$ cat config.mk
export PLATFORM = sky130hd
export DESIGN_NAME = flash_security
export DESIGN_NICKNAME = d
export VERILOG_FILES = /design/src/rtl/fsec_pkg.sv /design/src/rtl/tick_divider.sv /design/src/rtl/op_timer.sv /design/src/rtl/flash_security.sv
export SDC_FILE = /design/constraint.sdc
export NUM_CORES = 1
export LEC_CHECK = 0
export ABC_CLOCK_PERIOD_IN_PS = 2300
export BUFFER_PORTS_ARGS = -buffer_cell sky130_fd_sc_hd__buf_2
export CAP_MARGIN = 20
export CORE_ASPECT_RATIO = 1.25
export CORE_MARGIN = 2
export CORE_UTILIZATION = 35
export CTS_BUF_LIST = sky130_fd_sc_hd__clkbuf_2
export CTS_CLUSTER_SIZE = 8
export DETAILED_ROUTE_END_ITERATION = 7
export HOLD_SLACK_MARGIN = 0.03
export PLACE_DENSITY = 0.62
export SYNTH_ARGS = -nofsm -noshare
export SYNTH_HDL_FRONTEND = slang
export SYNTH_SLANG_ARGS = --single-unit
$ cat constraint.sdc
create_clock -name clk_i -period 2.3 [get_ports clk_i]
set_input_delay 0.46 -clock clk_i [delete_from_list [all_inputs] [get_ports clk_i]]
set_output_delay 0.46 -clock clk_i [all_outputs]
set_load 0.1 [all_outputs]
$ cat src/rtl/fsec_pkg.sv
// Constants shared by the flash security gate, its clock divider and its operation timer.
// Assumes a 100 MHz bus clock and an APB register port with 32-bit data.
package fsec_pkg;

    // ============================================================
    // Register map (byte addresses, nine word slots)
    localparam logic [7:0] OFF_RATIO = 8'h00;
    localparam logic [7:0] OFF_OPTION = 8'h04;
    localparam logic [7:0] OFF_CONFIG = 8'h0c;
    localparam logic [7:0] OFF_PROTECT = 8'h10;
    localparam logic [7:0] OFF_STATUS = 8'h14;
    localparam logic [7:0] OFF_LAST = 8'h20;

    // ============================================================
    // Field positions
    localparam int RATIO_LOADED_BIT = 7;
    localparam int PRESCALE_BIT = 6;
    localparam int RATIO_W = 6;
    localparam int OPT_BACKDOOR_UNLOCK_ENABLE_BIT = 7;
    localparam int CFG_COMPARISON_WRITE_ACCESS_BIT = 5;
    localparam int PROT_DIS_BIT = 0;
    localparam int ST_SECURE_BIT = 0;
    localparam int ST_STRAP_BIT = 1;
    localparam int ST_BUSY_BIT = 2;
    localparam int ST_IDX_LSB = 4;

    // ============================================================
    // Values and geometry
    localparam logic [1:0] SEC_UNSECURED = 2'h2;
    localparam logic [15:0] KEY_BASE = 16'hffb0;
    localparam int KEY_BYTES = 8;
    localparam logic [3:0] KEY_COUNT = 4'h8;
    localparam int BLOCK_LSB = 9;
    localparam int PRESCALE_W = 3;
    localparam logic [PRESCALE_W-1:0] PRESCALE_LIMIT = 3'h7;
    localparam int PULSE_W = 16;

endpackage

$ cat src/rtl/tick_divider.sv
// Divides a stream of step enables by limit plus one into single-cycle ticks.
// Assumes step_i is a one-cycle enable in the clk_i domain.
`timescale 1ns/1ns
module tick_divider #(
    parameter int W = 6
) (
    // Clock and reset
    input wire logic clk_i,
    input wire logic reset_i,
    // Control
    input wire logic run_i,
    input wire logic step_i,
    input wire logic [W-1:0] limit_i,
    // Output
    output logic tick_o
);
    typedef struct packed {
        logic [W-1:0] count;
        logic tick;
    } div_state_t;

    div_state_t div_reg;
    div_state_t div_next;

    always_comb begin
        div_next = div_reg;
        div_next.tick = 1'h0;
        if (!run_i) begin
            div_next.count = '0;
        end else if (step_i) begin
            if (div_reg.count >= limit_i) begin
                div_next.count = '0;
                div_next.tick = 1'h1;
            end else begin
                div_next.count = div_reg.count + 1'h1;
            end
        end
    end

    always_ff @(posedge clk_i) begin
        if (reset_i) begin
            div_reg <= '0;
        end else begin
            div_reg <= div_next;
        end
    end

    assign tick_o = div_reg.tick;
endmodule

$ cat src/rtl/op_timer.sv
// Times one erase or program operation as a whole number of flash clock pulses.
// Assumes tick_i is the one-cycle flash clock enable.
`timescale 1ns/1ns
module op_timer
    import fsec_pkg::*;
(
    // Clock and reset
    input wire logic clk_i,
    input wire logic reset_i,
    // Request
    input wire logic start_i,
    input wire logic [PULSE_W-1:0] pulses_i,
    input wire logic tick_i,
    // Result
    output logic busy_o,
    output logic done_o
);
    typedef struct packed {
        logic busy;
        logic done;
        logic [PULSE_W-1:0] left;
    } op_state_t;

    op_state_t op_reg;
    op_state_t op_next;

    always_comb begin
        op_next = op_reg;
        op_next.done = 1'h0;
        if (!op_reg.busy && start_i) begin
            op_next.busy = 1'h1;
            op_next.left = pulses_i;
        end else if (op_reg.busy && tick_i) begin
            // Only whole pulses count toward the operation
            if (op_reg.left <= 16'h0001) begin
                op_next.busy = 1'h0;
                op_next.done = 1'h1;
            end else begin
                op_next.left = op_reg.left - 16'h0001;
            end
        end
    end

    always_ff @(posedge clk_i) begin
        if (reset_i) begin
            op_reg <= '0;
        end else begin
            op_reg <= op_next;
        end
    end

    assign busy_o = op_reg.busy;
    assign done_o = op_reg.done;
endmodule

$ cat src/rtl/flash_security.sv
// Security gate for flash and RAM, backdoor key unlock and the flash clock divider.
// Assumes a 100 MHz bus clock, synchronous reset and an APB master for the registers.
`timescale 1ns/1ns
module flash_security
    import fsec_pkg::*;
(
    // Clock and reset
    input wire logic clk_i,
    input wire logic reset_i,
    // APB slave
    input wire logic psel_i,
    input wire logic penable_i,
    input wire logic pwrite_i,
    input wire logic [7:0] paddr_i,
    input wire logic [31:0] pwdata_i,
    input wire logic apb_debug_i,
    output logic [31:0] prdata_o,
    output logic pready_o,
    output logic pslverr_o,
    // Nonvolatile contents and strap
    input wire logic [7:0] nonvolatile_option_byte_i,
    input wire logic [7:0] nonvolatile_protection_byte_i,
    input wire logic [63:0] backdoor_comparison_bytes_i,
    input wire logic background_mode_select_pin_i,
    // Memory access from the cpu or debug controller
    input wire logic acc_valid_i,
    input wire logic acc_write_i,
    input wire logic [15:0] acc_addr_i,
    input wire logic [7:0] acc_wdata_i,
    input wire logic acc_mem_i,
    input wire logic acc_flash_i,
    input wire logic acc_secure_src_i,
    input wire logic acc_debug_i,
    input wire logic [7:0] mem_rdata_i,
    output logic mem_valid_o,
    output logic mem_write_o,
    output logic [15:0] mem_addr_o,
    output logic [7:0] mem_wdata_o,
    output logic [7:0] acc_rdata_o,
    output logic acc_blocked_o,
    output logic cmd_start_o,
    // Flash operations
    input wire logic blank_check_done_i,
    input wire logic blank_check_erased_i,
    input wire logic op_start_i,
    input wire logic [PULSE_W-1:0] op_pulses_i,
    output logic flash_clk_tick_o,
    output logic op_busy_o,
    output logic op_done_o,
    // Debug permissions
    input wire logic debug_enable_req_i,
    input wire logic background_entry_req_i,
    output logic debug_enable_o,
    output logic background_active_o
);
    typedef struct packed {
        logic [7:0] ratio;
        logic [7:0] option;
        logic comparison_write_access;
        logic [7:0] protect;
        logic [3:0] key_idx;
        logic key_ok;
        logic strap_low;
        logic [31:0] prdata;
        logic pready;
        logic pslverr;
        logic mem_valid;
        logic mem_write;
        logic [15:0] mem_addr;
        logic [7:0] mem_wdata;
        logic [7:0] acc_rdata;
        logic acc_blocked;
        logic cmd_start;
        logic debug_en;
        logic bg_active;
    } state_t;

    state_t st_reg;
    state_t st_next;
    state_t st_rst;

    logic secure;
    logic apb_setup;
    logic apb_write;
    logic blocked;
    logic key_hit;
    logic key_write;
    logic key_accept;
    logic [7:0] key_byte;
    logic [15:0] last_unprot;
    logic protected_addr;
    logic prescale_tick;
    logic div_step;
    logic div_tick;
    logic op_busy;
    logic op_done;

    // ============================================================
    // Security decode and access classification
    assign secure = (st_reg.option[1:0] != SEC_UNSECURED);
    assign apb_setup = psel_i && !penable_i;
    assign apb_write = psel_i && penable_i && pwrite_i && st_reg.pready;
    assign blocked = acc_valid_i && acc_mem_i && secure && (!acc_secure_src_i || acc_debug_i);
    assign key_hit = (acc_addr_i[15:3] == KEY_BASE[15:3]);
    assign key_write = acc_valid_i && acc_write_i && acc_flash_i && key_hit && st_reg.comparison_write_access;
    // Debug-side key writes fall through as nothing, neither compare nor command
    assign key_accept = key_write && acc_secure_src_i && !acc_debug_i;
    assign key_byte = backdoor_comparison_bytes_i[8*st_reg.key_idx[2:0] +: 8];
    // Key and option bytes share the top block, so protecting it protects them
    assign last_unprot = {st_reg.protect[7:1], {BLOCK_LSB{1'h1}}};
    assign protected_addr = !st_reg.protect[PROT_DIS_BIT] && (acc_addr_i > last_unprot);

    // ============================================================
    // Flash clock: prescaler then ratio divider
    tick_divider #(.W(PRESCALE_W)) prescaler (
        .clk_i(clk_i),
        .reset_i(reset_i),
        .run_i(st_reg.ratio[RATIO_LOADED_BIT]),
        .step_i(1'h1),
        .limit_i(PRESCALE_LIMIT),
        .tick_o(prescale_tick)
    );

    assign div_step = st_reg.ratio[PRESCALE_BIT] ? prescale_tick : 1'h1;

    tick_divider #(.W(RATIO_W)) ratio_divider (
        .clk_i(clk_i),
        .reset_i(reset_i),
        .run_i(st_reg.ratio[RATIO_LOADED_BIT]),
        .step_i(div_step),
        .limit_i(st_reg.ratio[RATIO_W-1:0]),
        .tick_o(div_tick)
    );

    // Operations stay off until the ratio has been written
    op_timer timer (
        .clk_i(clk_i),
        .reset_i(reset_i),
        .start_i(op_start_i && st_reg.ratio[RATIO_LOADED_BIT]),
        .pulses_i(op_pulses_i),
        .tick_i(div_tick),
        .busy_o(op_busy),
        .done_o(op_done)
    );

    // ============================================================
    // Next state
    always_comb begin
        st_rst = '0;
        st_rst.option = nonvolatile_option_byte_i;
        st_rst.protect = nonvolatile_protection_byte_i;
        st_rst.key_ok = 1'h1;
        st_rst.strap_low = !background_mode_select_pin_i;

        st_next = st_reg;
        st_next.pready = 1'h0;
        st_next.pslverr = 1'h0;
        st_next.mem_valid = 1'h0;
        st_next.mem_write = 1'h0;
        st_next.cmd_start = 1'h0;

        // Zero-wait APB: data and error are staged during setup
        if (apb_setup) begin
            st_next.pready = 1'h1;
            st_next.prdata = '0;
            case (paddr_i)
                OFF_RATIO: st_next.prdata[7:0] = st_reg.ratio;
                OFF_OPTION: st_next.prdata[7:0] = st_reg.option;
                OFF_CONFIG: st_next.prdata[CFG_COMPARISON_WRITE_ACCESS_BIT] = st_reg.comparison_write_access;
                OFF_PROTECT: st_next.prdata[7:0] = st_reg.protect;
                OFF_STATUS: begin
                    st_next.prdata[ST_SECURE_BIT] = secure;
                    st_next.prdata[ST_STRAP_BIT] = st_reg.strap_low;
                    st_next.prdata[ST_BUSY_BIT] = op_busy;
                    st_next.prdata[ST_IDX_LSB +: 4] = st_reg.key_idx;
                end
                default: begin
                    st_next.pslverr = (paddr_i[1:0] != 2'h0) || (paddr_i > OFF_LAST);
                end
            endcase
        end

        if (apb_write) begin
            case (paddr_i)
                OFF_RATIO: begin
                    // Any first write marks the ratio loaded
                    st_next.ratio = {1'h1, pwdata_i[PRESCALE_BIT:0]};
                end
                OFF_CONFIG: begin
                    st_next.comparison_write_access = pwdata_i[CFG_COMPARISON_WRITE_ACCESS_BIT];
                    if (pwdata_i[CFG_COMPARISON_WRITE_ACCESS_BIT] && !st_reg.comparison_write_access) begin
                        st_next.key_idx = 4'h0;
                        st_next.key_ok = 1'h1;
                    end
                    if (!pwdata_i[CFG_COMPARISON_WRITE_ACCESS_BIT] && st_reg.comparison_write_access) begin
                        // A partial or wrong key leaves the code untouched
                        if (st_reg.option[OPT_BACKDOOR_UNLOCK_ENABLE_BIT] && st_reg.key_ok
                            && st_reg.key_idx == KEY_COUNT) begin
                            st_next.option[1:0] = SEC_UNSECURED;
                        end
                    end
                end
                OFF_PROTECT: begin
                    if (apb_debug_i) begin
                        st_next.protect = pwdata_i[7:0];
                    end
                end
                default: begin
                end
            endcase
        end

        // Each accepted byte must come in ascending order and match
        if (key_accept) begin
            if (st_reg.key_idx < KEY_COUNT) begin
                st_next.key_idx = st_reg.key_idx + 4'h1;
            end
            st_next.key_ok = st_reg.key_ok && (st_reg.key_idx < KEY_COUNT)
                && (acc_addr_i[2:0] == st_reg.key_idx[2:0]) && (acc_wdata_i == key_byte);
        end

        if (blank_check_done_i && blank_check_erased_i) begin
            st_next.option[1:0] = SEC_UNSECURED;
        end

        // Memory gate: blocked writes vanish, blocked reads give zero
        st_next.acc_blocked = blocked;
        st_next.acc_rdata = blocked ? 8'h00 : mem_rdata_i;
        if (acc_valid_i && acc_mem_i && !blocked && !key_write) begin
            st_next.mem_valid = 1'h1;
            st_next.mem_write = acc_write_i;
            st_next.mem_addr = acc_addr_i;
            st_next.mem_wdata = acc_wdata_i;
            // Flash writes open a command unless protected or unclocked
            st_next.cmd_start = acc_write_i && acc_flash_i && !protected_addr
                && st_reg.ratio[RATIO_LOADED_BIT];
        end

        st_next.debug_en = debug_enable_req_i && !secure;
        st_next.bg_active = background_entry_req_i && (!secure || st_reg.strap_low);
    end

    always_ff @(posedge clk_i) begin
        if (reset_i) begin
            st_reg <= st_rst;
        end else begin
            st_reg <= st_next;
        end
    end

    // ============================================================
    // Outputs
    assign prdata_o = st_reg.prdata;
    assign pready_o = st_reg.pready;
    assign pslverr_o = st_reg.pslverr;
    assign mem_valid_o = st_reg.mem_valid;
    assign mem_write_o = st_reg.mem_write;
    assign mem_addr_o = st_reg.mem_addr;
    assign mem_wdata_o = st_reg.mem_wdata;
    assign acc_rdata_o = st_reg.acc_rdata;
    assign acc_blocked_o = st_reg.acc_blocked;
    assign cmd_start_o = st_reg.cmd_start;
    assign flash_clk_tick_o = div_tick;
    assign op_busy_o = op_busy;
    assign op_done_o = op_done;
    assign debug_enable_o = st_reg.debug_en;
    assign background_active_o = st_reg.bg_active;
endmodule

==> flow_metrics.env <==
export IMPL_pwr_density_cell_mw_per_mm2=506
export IMPL_syn2layout_area_growth_pct=29.6
export IMPL_largest_register_ffs=17
export IMPL_critPathRequiredTime_ps=2900
export IMPL_synth_edff_count=17
export IMPL_final_area_sq_mm=0.00781
export IMPL_cp_data_arrival_time_ps=2690
export IMPL_worstMarginPinSlew_ps=723
export IMPL_cpMaxStageDelayCell="dfxtp_1"
export IMPL_final_max_slew_viol_count=0
export IMPL_critical_path_cell_count=7
export IMPL_via_cell_ratio=4.79
export IMPL_number_of_standard_cell_rows_in_the_floorplan=53
export IMPL_crit_path_start="timer.op_reg[9]"
export IMPL_global_route_usage_met1_pct=21.1
export IMPL_total_setup_buffers_inserted_after_cts=0
export IMPL_clock_skew_final_ps=57.3
export IMPL_count_of_cell_types_in_the_netlist=62
export IMPL_grt_most_used_layer="met2"
export IMPL_cpPeakStageDelay_ps=430
export IMPL_critical_path_reg2reg_startpoint="timer.op_reg[9]"
export IMPL_vias=5244
export IMPL_yosys_warnings=0
export IMPL_dominant_combinational_cell_family_by_area_after_synthesis="simple AND/OR/NAND/NOR gates"
export IMPL_groute_layer_met3_usage_pct=3.98
export IMPL_final_period_minus_worst_setup_slack_ps=2090
export IMPL_critPathTopFamily="simple AND/OR/NAND/NOR gates"
export IMPL_post_synth_and_or_nand_nor_area_fraction_pct=17.2
export IMPL_fraction_of_final_layout_cells_sized_beyond_drive_strength_1_pct=32.6
export IMPL_holdWs_ps=64.0
export IMPL_status="completed"
export IMPL_sequential_fraction_of_the_synthesis_area_pct=38.7
export IMPL_synth_cell_area_sq_mm=0.00603
export IMPL_synth_compound_area_share_pct=8.89
export IMPL_use_met2_pct=35.9
export IMPL_wl_per_cell_um=15.8
export IMPL_max_clock_freq_mhz=479
export IMPL_setup_tns_ps=0
export IMPL_finalWeightedCongestion=0.810
export IMPL_xor_xnor_share_of_the_synthesized_area_pct=3.34
export IMPL_die_h_um=151
export IMPL_vias_in_the_first_global_route=5258
export IMPL_tritoncts="done"
export IMPL_max_vdd_ir_drop_mv=0.436
export IMPL_cts_root_to_sink_buffers=2
export IMPL_cts_buffers=9
export IMPL_drc=0
export IMPL_dominantRegCellSynth="dfxtp_1"
export IMPL_floorplan_die_area_sq_mm=0.0183
export IMPL_route_final_wire_length_um=17300
export IMPL_synth_adder_area_share_pct=4.15
export IMPL_postSynthRegisterBits=108
export IMPL_design_portCount=261
export IMPL_numPlacedInstances=1015
export IMPL_power_leakage_nw=3.41
export IMPL_core_area_sq_mm=0.0168
export IMPL_grt_antenna_before_repair=1
export IMPL_clock_root_buffer="clkbuf_2"
export IMPL_setup_violations_final=0
export IMPL_cts_num_sinks=108
export IMPL_finish_net_count=1075
export IMPL_r2r_end="timer.op_reg[3]"
export IMPL_final_fill_count=1677
export IMPL_grt_start_max_net_pins=34
export IMPL_drtAntennaViolNets=0
export IMPL_htreeDepth=3
export IMPL_overflow=0
export IMPL_endpoint="timer.op_reg[3]"
export IMPL_r2r_cells=7
export IMPL_rrSetupSlack_ps=210
export IMPL_final_period_utilization_pct=90.7
export IMPL_p_total_w=0.00396
export IMPL_endpoint_kind="register"
export IMPL_crit_type="reg2reg"
export IMPL_worstPathCellList="nor4_1 -> and4b_1 -> a21boi_1 -> buf_4 -> nor2b_1 -> xnor2_1 -> a211oi_1"
export IMPL_hold_violations=0
export IMPL_timing_critical_path_buf_inv=1
export IMPL_synth_async_reset_ratio_pct=0
export IMPL_hold_path_class="in2reg"
export IMPL_finalNonFillerCells=1095
export IMPL_drt_pass1_iter_count=4
export IMPL_wire_length_of_the_first_global_routing_pass_um=27000
export IMPL_port_buffer_count=212
export IMPL_cts_reportedPaths_clkPinSlew_ps=330
export IMPL_start_util_pct=35.8
export IMPL_drtIter0Drc=185
export IMPL_share_of_cell_area_taken_by_muxes_after_synthesis_pct=16.0
export IMPL_setup_repair_after_global_routing_missed_its_margin="false"
export IMPL_dpl_hpwl_um=13600
export IMPL_placedInstanceArea_sq_mm=0.00705
export IMPL_maximum_fanout_encountered_on_the_critical_timing_path=7
export IMPL_die_width_um=121
export IMPL_clock_insertion_delay_worst_skew_ps=700
export IMPL_tot_gr_track_use_pct=19.1
export IMPL_max_cap_violations=0
export IMPL_relSlewSlack_pct=51.7
export IMPL_synth_area_per_cell_sq_um=9.61
export IMPL_setup_worst_path_start_class="register"
export IMPL_netlist_instances=627
==> worst min-delay path by stage <==
stage	startpoint	end	slack [ps]	cells after the start
after global routing	nonvolatile_protection_byte_i[3]	last_unprot[11]	50	3
after floorplan	prescaler.div_reg[1]	prescaler.div_reg[1]	430	1
after global placement	prdata_o[4]	prdata_o[4]	440	2
after detailed placement	prdata_o[7]	prdata_o[7]	450	2
after CTS	op_pulses_i[15]	timer.op_reg[15]	40	3
final	op_pulses_i[15]	timer.op_reg[15]	60	3
==> synth_stat cells, drive strengths merged, types with 2 or more instances <==
master	n	area (sq um)
nand4	10	62.6
nor2	60	225
o31ai	2	15.0
nor4	9	62.6
and2	12	75.1
nand3	15	75.1
a21oi	29	145
dfxtp	91	1820
mux4	18	405
mux2i	56	561
nor3b	3	22.5
o311ai	2	17.5
nand2	46	173
nand3b	4	30.0
a31oi	2	12.5
and3b	2	17.5
xor2	13	114
edfxtp	17	510
ha	20	250
o21bai	2	15.0
nor2b	10	62.6
xnor2	10	87.6
or4	4	33.8
a211oi	13	97.6
or3	2	12.5
clkbuf	19	81.3
buf	73	532
a21o	6	45.0
o21ai	18	90.1
nor3	12	76.3
nand2b	7	43.8
inv	19	71.3
==> through the flow <==
stage / util (%) / setup slack, ps
after floorplan: - / 129
after global placement: 41.8 / 50.4
after detailed placement: 41.8 / 33.9
after CTS: 46.4 / 108
after global routing: 46.4 / 17.5
final: 46.4 / 213
==> power by group <==
group,internal [W],switching [W]
Sequential,0.00199,0.0000266
Combinational,0.000313,0.000659
Clock,0.000197,0.000773
==> kinds of logic after synthesis <==
family	count (synthesis)
AND/OR/NAND/NOR	203
buffers and inverters	113
flip-flops	108
AO/OA/AOI/OAI	85
multiplexers	74
XOR/XNOR	23
adder cells (fa/ha/maj)	20
other	1
==> layout make-up <==
cell class              instances  area (sq um)  area share [%]
well taps                     220           275            3.52
repair buffers                302          1910            24.4
clock buffers                   9          45.0           0.576
clock inverters                 7          88.8            1.14
multi-input cells             429          3080            39.5
inverters                      19          71.3           0.913
flip-flops and latches        108          2340            29.9
diodes                          1          2.50          0.0320
==> placed cells by master, fill, tap and decap left out, types with 12 or more instances in the layout <==
master         netlist  layout
buf_2                5     211
dfxtp_1             91      87
dlygate4sd3_1        0      63
nor2_1              60      60
mux2i_1             56      56
nand2_1             46      46
a21oi_1             29      29
buf_4               65      27
conb_1               1      24
ha_1                20      20
inv_1               19      19
mux4_2              18      18
edfxtp_1            17      17
o21ai_0             17      16
nand3_1             15      15
xor2_1              13      13
a211oi_1            13      13
and2_1              12      12
==> layer usage <==
layer / part of all wire, % / wire length [um]
met5: 0 / 0
met4: 2.0 / 338
met3: 5.7 / 987
met2: 54 / 9310
met1: 38 / 6650
==> worst reg2reg max path, cell delays in order, from the launching register on <==
cell	delay, ps
dfxtp_1	430
nor4_1	370
and4b_1	400
a21boi_1	150
buf_4	180
nor2b_1	130
xnor2_1	120
a211oi_1	250
==> repair_timing <==
action / CTS / global route
endpoints found under the setup margin: 0 / 3
hold buffers: 63 / 0
gates resized for setup: 0 / 2
endpoints found under the hold margin: 62 / 0
No activity file was read; power rests on OpenSTA's default activity.
